[config.mk]
export PLATFORM = sky130hd
export DESIGN_NAME = ext_mem_bus_timing
export DESIGN_NICKNAME = d
export VERILOG_FILES = /design/src/ext_mem_pkg.sv /design/src/ext_mem_bus_timing.sv /design/src/phase_counter.sv
export SDC_FILE = /design/constraint.sdc
export NUM_CORES = 1
export LEC_CHECK = 0
export BUFFER_PORTS_ARGS = -buffer_cell sky130_fd_sc_hd__buf_2
export CORE_MARGIN = 3
export CORE_UTILIZATION = 52
export DETAILED_ROUTE_END_ITERATION = 12
export GPL_TIMING_DRIVEN = 0
export HOLD_SLACK_MARGIN = 0.06
export PLACE_DENSITY = 0.79
export SLEW_MARGIN = 30
export SYNTH_ARGS = -nofsm -noshare
export SYNTH_HDL_FRONTEND = slang
export SYNTH_SLANG_ARGS = --single-unit
[constraint.sdc]
create_clock -name clock -period 2.78 [get_ports clock]
set_clock_uncertainty 0.1 [all_clocks]
set_input_delay 0.556 -clock clock [delete_from_list [all_inputs] [get_ports clock]]
set_output_delay 0.556 -clock clock [all_outputs]
set_load 0.02 [all_outputs]
[src/ext_mem_pkg.sv]
//----------------------------------------------------------------------
// ext_mem_pkg
//----------------------------------------------------------------------
// Purpose: constants for the external memory bus timing block
// Assumes: 8-bit special register port, one core clock
// Notes:   offsets are special-register addresses
//
// Operation
// RULE1: setup, hold, strobe width and latch pulse width are counted in whole core clock periods.
// RULE2: an off-chip move lasts four cycles plus the setup, strobe and hold cycles selected.
// RULE3: non-multiplexed with minimum settings a move completes in five cycles.
// RULE4: multiplexed mode adds at least two latch cycles to every off-chip move.
// RULE5: the latch pulse width in multiplexed mode comes from config register bits 1 to 0.
// RULE6: the timing register resets to all ones, giving the slowest timing.
// RULE7: non-multiplexed mode drives address and data on separate pins.
// RULE8: strobe width field bits 5 to 2 give code plus one cycles of strobe.
// RULE9: address setup field bits 7 to 6 give code cycles of setup.
// RULE10: address hold field bits 1 to 0 give code cycles of hold after the strobe.
// RULE11: the external memory answers within the programmed strobe window.
package ext_mem_pkg;
   localparam logic [7:0] TIMING_ADDR      = 8'ha1;
   localparam logic [7:0] CONFIG_ADDR      = 8'ha3;
   localparam logic [7:0] TIMING_RESET     = 8'hff;
   localparam logic [7:0] CONFIG_RESET     = 8'h03;
   localparam int         SETUP_MSB        = 7;
   localparam int         SETUP_LSB        = 6;
   localparam int         STROBE_MSB       = 5;
   localparam int         STROBE_LSB       = 2;
   localparam int         HOLD_MSB         = 1;
   localparam int         HOLD_LSB         = 0;
   localparam int         MUX_MODE_BIT     = 4;
   localparam int         LATCH_MSB        = 1;
   localparam int         LATCH_LSB        = 0;
   localparam logic [4:0] FIXED_OVERHEAD   = 5'h04;
   localparam logic [4:0] LATCH_MIN        = 5'h02;

   typedef enum logic [2:0] {
      ST_IDLE   = 3'b000,
      ST_LATCH  = 3'b001,
      ST_SETUP  = 3'b010,
      ST_STROBE = 3'b011,
      ST_HOLD   = 3'b100,
      ST_TAIL   = 3'b101
   } phase_t;
endpackage

[src/ext_mem_bus_timing.sv]
//----------------------------------------------------------------------
// ext_mem_bus_timing
//----------------------------------------------------------------------
// Purpose: sequence one external data move with programmable timing
// Assumes: core holds request until done pulses; pins sit on core clock
// Notes:   data pins are three signals; output enable low means driving
module ext_mem_bus_timing #(
   parameter int ADDR_W = 16
) (
   // clock and reset
   input  wire logic              clock,
   input  wire logic              rst_b,
   // special register port
   input  wire logic [7:0]        sfrAddr,
   input  wire logic [7:0]        sfrWdata,
   input  wire logic              sfrWrite,
   output logic [7:0]             sfrRdata,
   // core move request
   input  wire logic              moveReq,
   input  wire logic              moveWrite,
   input  wire logic [ADDR_W-1:0] moveAddr,
   input  wire logic [7:0]        moveWdata,
   output logic [7:0]             moveRdata,
   output logic                   moveDone,
   output logic                   moveBusy,
   // external memory pins
   output logic [ADDR_W-1:0]      memAddr,
   output logic [7:0]             memDataOut,
   output logic                   memDataOe_n,
   input  wire logic [7:0]        memDataIn,
   output logic                   memRd_n,
   output logic                   memWr_n,
   output logic                   memLatch
);
   import ext_mem_pkg::*;

   // refuse address widths that the pin register cannot serve
   if (ADDR_W < 8 || ADDR_W > 16) begin : gBadWidth
      $error("ADDR_W must be 8 to 16");
   end

   //------------------------------------------------------------------
   // registers
   //------------------------------------------------------------------
   logic [7:0]  ext_mem_timing_reg;
   logic [7:0]  ext_mem_config_reg;
   logic [7:0]  timingSnap_reg;
   logic [7:0]  configSnap_reg;
   phase_t      phase_reg;
   phase_t      phase_next;
   logic [4:0]  loadValue;
   logic        load;
   logic        phaseDone;
   logic [7:0]  dataSync1_reg;
   logic        strobeEnd_reg;
   logic [1:0]  setupField;
   logic [3:0]  strobeField;
   logic [1:0]  holdField;
   logic        muxMode;

   assign setupField  = timingSnap_reg[SETUP_MSB:SETUP_LSB];     // [RULE9]
   assign strobeField = timingSnap_reg[STROBE_MSB:STROBE_LSB];   // [RULE8]
   assign holdField   = timingSnap_reg[HOLD_MSB:HOLD_LSB];       // [RULE10]
   // in idle the snapshot is not yet taken, so the live config decides
   assign muxMode     = (phase_reg == ST_IDLE) ? ext_mem_config_reg[MUX_MODE_BIT]
                                               : configSnap_reg[MUX_MODE_BIT];

   // register writes; slowest timing after reset
   always_ff @(posedge clock or negedge rst_b) begin
      if (!rst_b) begin
         ext_mem_timing_reg <= TIMING_RESET;                     // [RULE6]
         ext_mem_config_reg <= CONFIG_RESET;
      end else if (sfrWrite) begin
         if (sfrAddr == TIMING_ADDR) begin
            ext_mem_timing_reg <= sfrWdata;                      // [RULE1]
         end
         if (sfrAddr == CONFIG_ADDR) begin
            ext_mem_config_reg <= sfrWdata;
         end
      end
   end

   // registered read port; unmapped addresses read zero
   always_ff @(posedge clock or negedge rst_b) begin
      if (!rst_b) begin
         sfrRdata <= 8'h00;
      end else if (sfrAddr == TIMING_ADDR) begin
         sfrRdata <= ext_mem_timing_reg;
      end else if (sfrAddr == CONFIG_ADDR) begin
         sfrRdata <= {ext_mem_config_reg[7:1], ext_mem_config_reg[0]};
      end else begin
         sfrRdata <= 8'h00;
      end
   end

   // snapshot timing at move start so a mid-move write cannot tear a phase
   always_ff @(posedge clock or negedge rst_b) begin
      if (!rst_b) begin
         timingSnap_reg <= TIMING_RESET;
         configSnap_reg <= CONFIG_RESET;
      end else if (phase_reg == ST_IDLE && moveReq && !moveDone) begin
         timingSnap_reg <= ext_mem_timing_reg;
         configSnap_reg <= ext_mem_config_reg;
      end
   end

   //------------------------------------------------------------------
   // phase sequencing
   //------------------------------------------------------------------
   // each load value is the phase length minus one, the counter then
   // runs down to zero; the first setup cycle and the one tail cycle plus
   // two request/finish cycles make up the fixed overhead of four
   always_comb begin
      phase_next = phase_reg;
      load       = 1'b0;
      loadValue  = 5'h00;
      unique case (phase_reg)
         ST_IDLE: begin
            // the done cycle refuses a request still held from the last move
            if (moveReq && !moveDone) begin
               load = 1'b1;
               if (muxMode) begin
                  phase_next = ST_LATCH;                         // [RULE4]
                  loadValue  = 5'(ext_mem_config_reg[LATCH_MSB:LATCH_LSB]) + LATCH_MIN
                               - 5'h01;                          // [RULE5]
               end else begin
                  phase_next = ST_SETUP;
                  loadValue  = 5'h00;
               end
            end
         end
         ST_LATCH: begin
            if (phaseDone) begin
               phase_next = ST_SETUP;
               load       = 1'b1;
            end
         end
         ST_SETUP: begin
            // setup takes the one overhead cycle plus code cycles
            if (phaseDone) begin
               load       = 1'b1;
               if (setupField == 2'b00) begin
                  phase_next = ST_STROBE;
                  loadValue  = 5'(strobeField);                  // [RULE8]
               end else begin
                  phase_next = ST_SETUP;
                  loadValue  = 5'(setupField) - 5'h01;           // [RULE9]
               end
            end
         end
         ST_STROBE: begin
            if (phaseDone) begin
               load       = 1'b1;
               phase_next = (holdField == 2'b00) ? ST_TAIL : ST_HOLD;
               loadValue  = (holdField == 2'b00) ? 5'h00 : 5'(holdField) - 5'h01; // [RULE10]
            end
         end
         ST_HOLD: begin
            if (phaseDone) begin
               phase_next = ST_TAIL;
               load       = 1'b1;
            end
         end
         ST_TAIL: begin
            if (phaseDone) begin
               phase_next = ST_IDLE;
            end
         end
         default: begin
            phase_next = ST_IDLE;
         end
      endcase
   end

   // the setup phase is re-entered once with its remaining count; a flag
   // marks the second pass so it falls through to the strobe next time
   logic setupPass_reg;
   always_ff @(posedge clock or negedge rst_b) begin
      if (!rst_b) begin
         setupPass_reg <= 1'b0;
      end else if (phase_reg == ST_SETUP && phaseDone) begin
         setupPass_reg <= ~setupPass_reg & (setupField != 2'b00);
      end
   end

   phase_t phaseFix;
   logic [4:0] loadFix;
   always_comb begin
      phaseFix = phase_next;
      loadFix  = loadValue;
      if (phase_reg == ST_SETUP && phaseDone && setupPass_reg) begin
         phaseFix = ST_STROBE;
         loadFix  = 5'(strobeField);                             // [RULE2]
      end
   end

   always_ff @(posedge clock or negedge rst_b) begin
      if (!rst_b) begin
         phase_reg <= ST_IDLE;
      end else begin
         phase_reg <= phaseFix;
      end
   end

   phase_counter #(.WIDTH(5)) timer (
      .clock     (clock),
      .rst_b     (rst_b),
      .load      (load),
      .loadValue (loadFix),
      .done      (phaseDone)
   );

   //------------------------------------------------------------------
   // pins and core answer
   //------------------------------------------------------------------
   // read data passes two flops since the memory is off-chip: the first
   // every cycle, the second (moveRdata) two edges after the last strobe
   // cycle, so a released bus never reaches the core
   always_ff @(posedge clock or negedge rst_b) begin
      if (!rst_b) begin
         dataSync1_reg <= 8'h00;
         strobeEnd_reg <= 1'b0;
      end else begin
         dataSync1_reg <= memDataIn;
         strobeEnd_reg <= (phase_reg == ST_STROBE) && phaseDone;
      end
   end

   // pins follow the next phase so they change with the phase edge
   always_ff @(posedge clock or negedge rst_b) begin
      if (!rst_b) begin
         memAddr     <= '0;
         memDataOut  <= 8'h00;
         memDataOe_n <= 1'b1;
         memRd_n     <= 1'b1;
         memWr_n     <= 1'b1;
         memLatch    <= 1'b0;
         moveDone    <= 1'b0;
         moveBusy    <= 1'b0;
         moveRdata   <= 8'h00;
      end else begin
         moveDone <= (phase_reg == ST_TAIL) && phaseDone;        // [RULE3]
         moveBusy <= (phaseFix != ST_IDLE);
         memLatch <= muxMode && (phaseFix == ST_LATCH);                // [RULE5]
         memRd_n  <= !((phaseFix == ST_STROBE) && !moveWrite);
         memWr_n  <= !((phaseFix == ST_STROBE) && moveWrite);
         if (phase_reg == ST_IDLE && moveReq && !moveDone) begin
            memAddr    <= moveAddr;                              // [RULE7]
            memDataOut <= moveWdata;
         end
         // write data stands from latch or setup through hold on its own pins
         memDataOe_n <= !(moveWrite && phaseFix != ST_IDLE && phaseFix != ST_TAIL);
         if (strobeEnd_reg && !moveWrite) begin
            moveRdata <= dataSync1_reg;                          // [RULE11]
         end
      end
   end
endmodule

[src/phase_counter.sv]
//----------------------------------------------------------------------
// phase_counter
//----------------------------------------------------------------------
// Purpose: down counter that times one bus phase
// Assumes: load and count never in the same cycle as reset release
// Notes:   done is high while the count is zero
module phase_counter #(
   parameter int WIDTH = 5
) (
   // clock and reset
   input  wire logic             clock,
   input  wire logic             rst_b,
   // control
   input  wire logic             load,
   input  wire logic [WIDTH-1:0] loadValue,
   output logic                  done
);
   logic [WIDTH-1:0] count_reg;

   // load wins over count so a new phase never inherits a stale tail
   always_ff @(posedge clock or negedge rst_b) begin
      if (!rst_b) begin
         count_reg <= '0;
      end else if (load) begin
         count_reg <= loadValue;
      end else if (count_reg != '0) begin
         count_reg <= count_reg - 1'b1;
      end
   end

   assign done = (count_reg == '0);
endmodule

### After elaboration in Yosys (flattened, before gate mapping)

Index checks and enable logic that the tools add are counted.

| operators by class | value |
|---|---|
| add/sub/neg operators | 5 |
| $mul | 0 |
| divide/modulo/power cells | 0 |
| order comparisons | 0 |
| equality and inequality tests | 10 |
| shift operators | 0 |
| multiplexer cells | 27 |
| bitwise gates (word level) | 2 |
| reductions and logical operators | 29 |

Operator list:

| operator | number |
|---|---|
| 2-to-1 mux 5 bit | 9 |
| 2-to-1 mux 3 bit | 7 |
| case mux 3 bit (6 select lines) | 1 |
| == test 8 bit, second input constant | 2 |
| 2-to-1 mux 8 bit | 2 |
| case mux 5 bit (3 select lines) | 1 |
| logical AND 1 bit | 13 |
| == test 3 x 2 -> 1 bit, second input constant | 3 |
| == test 3 x 1 -> 1 bit, second input constant | 2 |
| == test 3 bit, second input constant | 2 |
| subtractor 2 x 1 -> 3 bit, second input constant | 2 |
| logical NOT 1 bit | 5 |
| logical NOT 5 bit | 1 |
| 2-to-1 mux 1 bit | 5 |
| nonzero test 5 bit | 1 |
| subtractor 5 x 1 -> 5 bit, second input constant | 1 |
| logical NOT 2 bit | 2 |
| AND reduction 2 bit | 2 |
| nonzero test 2 bit | 2 |
| OR reduction 4 bit | 1 |
| subtractor 3 x 1 -> 4 bit, second input constant | 1 |
| adder 2 x 2 -> 3 bit, second input constant | 1 |
| logical NOT 3 bit | 1 |
| != test 3 bit, second input constant | 1 |
| other kinds (5) | 5 |

| word-level totals | value |
|---|---|
| register bits | 93 |
| latch bits | 0 |
| memory bits (writable) | 0 |
| ROM bits | 0 |
| input port bits | 53 |
| output and inout port bits | 46 |
| word-level logic and storage cells | 92 |
| memories | 0 |

### Logic depth before layout (Yosys ltp)

| logic depth | value |
|---|---|
| word-level depth | 10 |
| depth in mapped cells | 7 |
| depth with buffers taken out | 6 |

### Cells and area by module

From an unflattened synthesis, not the netlist that was laid out.

| second synthesis, totals | value |
|---|---|
| cells, all modules | 329 |
| area total of the unflattened synthesis | 3692.3 um^2 |

Modules (own cells, without submodules):

| module | times used | cells an instance | area each (um^2) | seq. area each (um^2) |
|---|---|---|---|---|
| ext_mem_bus_timing | 1 | 302 | 3413.3 | 2128.3 |
| phase_counter | 1 | 27 | 279.0 | 125.1 |

### Least setup slack after synthesis

No wires, ideal clock.

| timing path | value |
|---|---|
| kind | input to register |
| start | input sfrAddr[4] |
| end | register ext_mem_config_reg[2] |
| library setup time | 0.125 ns |
| arrival time | 1.799 ns |
| data required time | 2.555 ns |
| setup slack | 0.756 ns |
| stages on the path | 4 |
| path buffers | 0 |
| cells stage by stage | or3b_2 > nor3_4 > nand2_2 > mux2_2 |

| between the ends | value |
|---|---|
| word-level cells in the longest chain between the ends | 2 |

RTL lines:

| item | line | RTL |
|---|---|---|
| start: declaration | ext_mem_bus_timing.sv:14 | `input wire logic [7:0] sfrAddr,` |
| == test 8 bit | ext_mem_bus_timing.sv:77 | `if (sfrAddr == CONFIG_ADDR) begin` |
| AND reduction 2 bit (no source line) | -- |  |
| end signal: assignment | ext_mem_bus_timing.sv:78 | `ext_mem_config_reg <= sfrWdata;` |
| end: declaration | ext_mem_bus_timing.sv:46 | `logic [7:0] ext_mem_config_reg;` |

Every way passes these cells.
A chain may end at the register's enable or synchronous reset.

### Final worst setup path

| timing path | value |
|---|---|
| start | register timer.count_reg[0] |
| end | register memDataOe_n |

| between the ends | value |
|---|---|
| word-level cells in the longest chain between the ends | 8 |
| elaborated cells between the ends (all ways) | 15 |
| those cells by class | 1 x eq/ne; 7 x mux; 7 x reduce/logical |

RTL lines:

| item | line | RTL |
|---|---|---|
| start: declaration | phase_counter.sv:18 | `logic [WIDTH-1:0] count_reg;` |
| start signal: assignment | phase_counter.sv:25 | `count_reg <= loadValue;` |
| start signal: assignment | phase_counter.sv:27 | `count_reg <= count_reg - 1'b1;` |
| logical NOT 5 bit * | phase_counter.sv:31 | `assign done = (count_reg == '0);` |
| 2-to-1 mux 3 bit, or another cell as far along | ext_mem_bus_timing.sv:165 | `if (phaseDone) begin` |
| case mux 3 bit (6 select lines) / logical AND 1 bit (equally long branches) | ext_mem_bus_timing.sv:117, ext_mem_bus_timing.sv:191 |  |
| 2-to-1 mux 3 bit * | ext_mem_bus_timing.sv:191 | `if (phase_reg == ST_SETUP && phaseDone && setupPass_reg) begin` |
| nonzero test 3 bit | ext_mem_bus_timing.sv:252 | `memDataOe_n <= !(moveWrite && phaseFix != ST_IDLE && phaseFix != ST_TAIL);` |
| logical AND 1 bit | ext_mem_bus_timing.sv:252 |  |
| logical AND 1 bit * | ext_mem_bus_timing.sv:252 |  |
| logical NOT 1 bit * | ext_mem_bus_timing.sv:252 |  |
| end signal: assignment | ext_mem_bus_timing.sv:252 |  |
| end: declaration | ext_mem_bus_timing.sv:29 | `output logic memDataOe_n,` |

Mark *: on every way between the ends. The rest lies on a longest branch, timed or not.

==> flow_summary.toml <==
[status]
status = "complete, no violations"

[job]
max-cap-violations = 0

[clock_network]
cts.path.max_buffers = 2
cts_sinks = 89
worst_skew_pair.late_latency_ns = 0.36
cts_htree_levels = 3
cts_tree = "done"
cts_root_buffer = "clkbuf_8"
cts_resized = 0
path_clk_slew_ns = 0.09
numCtsBuffers = 9

[critical_path]
regToRegSetupSlack_ns = 0.57
critPathMaxFanout = 10
required_ns = 2.95
end_kind = "flop"
critPathKind = "flop to flop"
worstRegToRegCells = 6
startpoint_type = "flop"
r2r-start = "timer.count_reg[0]"
worstPathArrival_ns = 2.37
reg2reg_to = "memDataOe_n"

[floorplan]
die_h_um = 91.02
fp.dieW_um = 91.02
ios = 99
start_util_pct = 54.42
core_um2 = 6907
fp-row-count = 30
die-area_um2 = 8285

[pwr]
p_seq_share_pct = 45.2
ir_drop_uv = 494.0
p_int_uw = 2599
p_clk_share_pct = 19.4
p_per_area_nw_per_um2 = 906.9
p_sw_share_pct = 37.62
power_frac_comb_pct = 35.4
p_switching_uw = 1567
power.total_uw = 4166
power.leakage_uw = 0.002327

[route]
drc = 0
drtIter0Drc = 158
vias = 2793
dr.pass1.iters = 4
wl_per_cell_um = 14.61
routed_via_density = 5.134
ant_nets = 0
wirelength_um = 7948

[global_route]
grt_max_degree = 60
overflow = 0
grt_pass1_wl_um = 13210
grt_pass1_vias = 2734
antenna_found_initial = 0
grt_usage_pct = 19.73

[place]
pre_cts_ws_ns = 0.4037
hpwlAfterDp_um = 5765
postPlaceCellArea_um2 = 4403
placed_cells = 527
io_buffers = 98
place_congestion = 0.8765

[final_layout]
regArea_um2 = 2253
multi_input_area_um2 = 1419
nets = 499
fin_area_um2 = 4593
drive_gt1_share_pct = 39.06
diodes = 0
areaGrowthSynthToFinish_pct = 22.20
stdcell_count = 544
fillers = 560
largest_register_ffs = 16
regMostFlops = "memAddr"

[timing]
worst_pin_slew_ns = 0.8223
hold_viol = 0
finalWorstSetupSlack_ns = 0.5744
finalSetupViolCount = 0
fin_tns_setup_ns = 0
rsz0062_at_grt = "no"
min_period_ns = 2.206
fmax_ghz = 0.4534
slew_violations = 0
period_share_pct = 79.34
maxSlewHeadroom_pct = 45.03

[yosys]
yosysMostFrequentCell = "nand2_1"
synth_ff_type = "dfrtp_1"
synth-seq-cells = 89
synthArstFlopShare_pct = 100.0
netlist_top_cells_count = "nand2_1 (106), dfrtp_1 (68), mux2_2 (25)"
synth_nets = 388
synth_warnings = 0
syn_avg_cell_area_um2 = 11.32
synth_cell_type_count = 50
synth_top_area_share_pct = 45.27
ys_seq_area_share_pct = 59.95
ys_top_cells_by_area = "dfrtp_1 (45%), dfstp_2 (15%), nand2_1 (11%)"
syn_inst = 332
synth-edff-count = 0
synth_top_area_cell = "dfrtp_1"
synth_area_um2 = 3759

[worst_hold_path]
hold_depth = 1
hp-start = "memDataIn[2]"
hold_path.class = "input pin to flop"
holdPathEnd = "dataSync1_reg[2]"
==> critical path, stage by stage, from the launching register on <==
cell      delay [ns]
dfrtp_1         0.41
inv_1           0.09
ha_1            0.16
nor4b_2         0.67
o211ai_1        0.24
a311oi_1        0.34
o31ai_1         0.10
==> cell type report <==
| type | instances | area share [%] |
|---|---|---|
| Buffer | 14 | 1.389 |
| Clock buffer | 11 | 3.078 |
| Clock inverter | 5 | 0.8445 |
| Inverter | 6 | 0.4903 |
| Multi-Input combinational cell | 223 | 30.89 |
| Sequential cell | 89 | 49.06 |
| Tap cell | 96 | 2.615 |
| Timing Repair Buffer | 100 | 11.63 |
==> through the flow <==
step,hold WS (ns),util (%)
final,0.2095,66.50
after global routing,0.1845,66.50
after CTS,0.1973,66.50
after detailed placement,0.3552,63.75
after global placement,0.3497,63.26
after floorplan,0.1604,-
==> repair_timing <==
item / CTS / global route
buffers inserted: 0 / 0
hold buffers: 1 / 0
hold endpoints to repair: 30 / 0
setup endpoints to repair: 0 / 0
==> how the worst max path moves through the flow <==
stage / start / to / slack [ns] / cells past startpoint
5_1_grt: timer.count_reg[0] / memDataOe_n / 0.41 / 6
2_1_floorplan: sfrAddr[4] / ext_mem_config_reg[2] / 0.76 / 4
3_3_place_gp: rst_b / memAddr[8] / 0.33 / 1
6_report: timer.count_reg[0] / memDataOe_n / 0.57 / 6
3_5_place_dp: sfrAddr[4] / ext_mem_config_reg[2] / 0.40 / 5
4_1_cts: timer.count_reg[0] / memDataOe_n / 0.59 / 6
==> routing by layer <==
layer | track usage, % | up-vias | share of wire (%)
met2 | 32.13 | 83 | 49
met1 | 25.56 | 1349 | 43
met5 | 0 | - | 0
met3 | 5.137 | 11 | 6.0
li1 | - | 1350 | -
met4 | 7.035 | 0 | 1.6
==> cell families after synthesis <==
kind of cell / Yosys count / share of synthesized area [%]
DFF: 89 / 59.95
xor gates and xnor gates: 3 / 0.6992
buffers and inverters: 20 / 2.297
and+or+nand+nor: 151 / 19.14
adders and majority gates: 3 / 0.9988
AOI/OAI and AO/OA: 41 / 9.421
muxes: 25 / 7.490
==> power groups by stage <==
| stage | registers [uW] | logic [uW] | clock network, uW |
|---|---|---|---|
| floorplan | 2200 | 665 | 0 |
| global route | 1930 | 1610 | 892 |
| finish | 1880 | 1480 | 808 |
| global placement | 1880 | 1430 | 0 |
| CTS | 1880 | 1490 | 822 |
| detailed placement | 1910 | 1480 | 0 |
==> cells in the final DEF (no fill, tap or decap), types with 4 or more instances in the layout <==
cell type	Yosys	layout
inv_1	6	6
dfstp_2	21	21
buf_2	3	100
clkbuf_1	10	11
dfrtp_1	68	68
nor2_1	7	7
nand3_1	4	4
o21ai_0	4	4
mux2_2	25	25
a22o_1	8	8
nor2b_1	6	6
clkbuf_8	0	10
nand2_1	106	106
No activity file was read; power rests on OpenSTA's default activity.
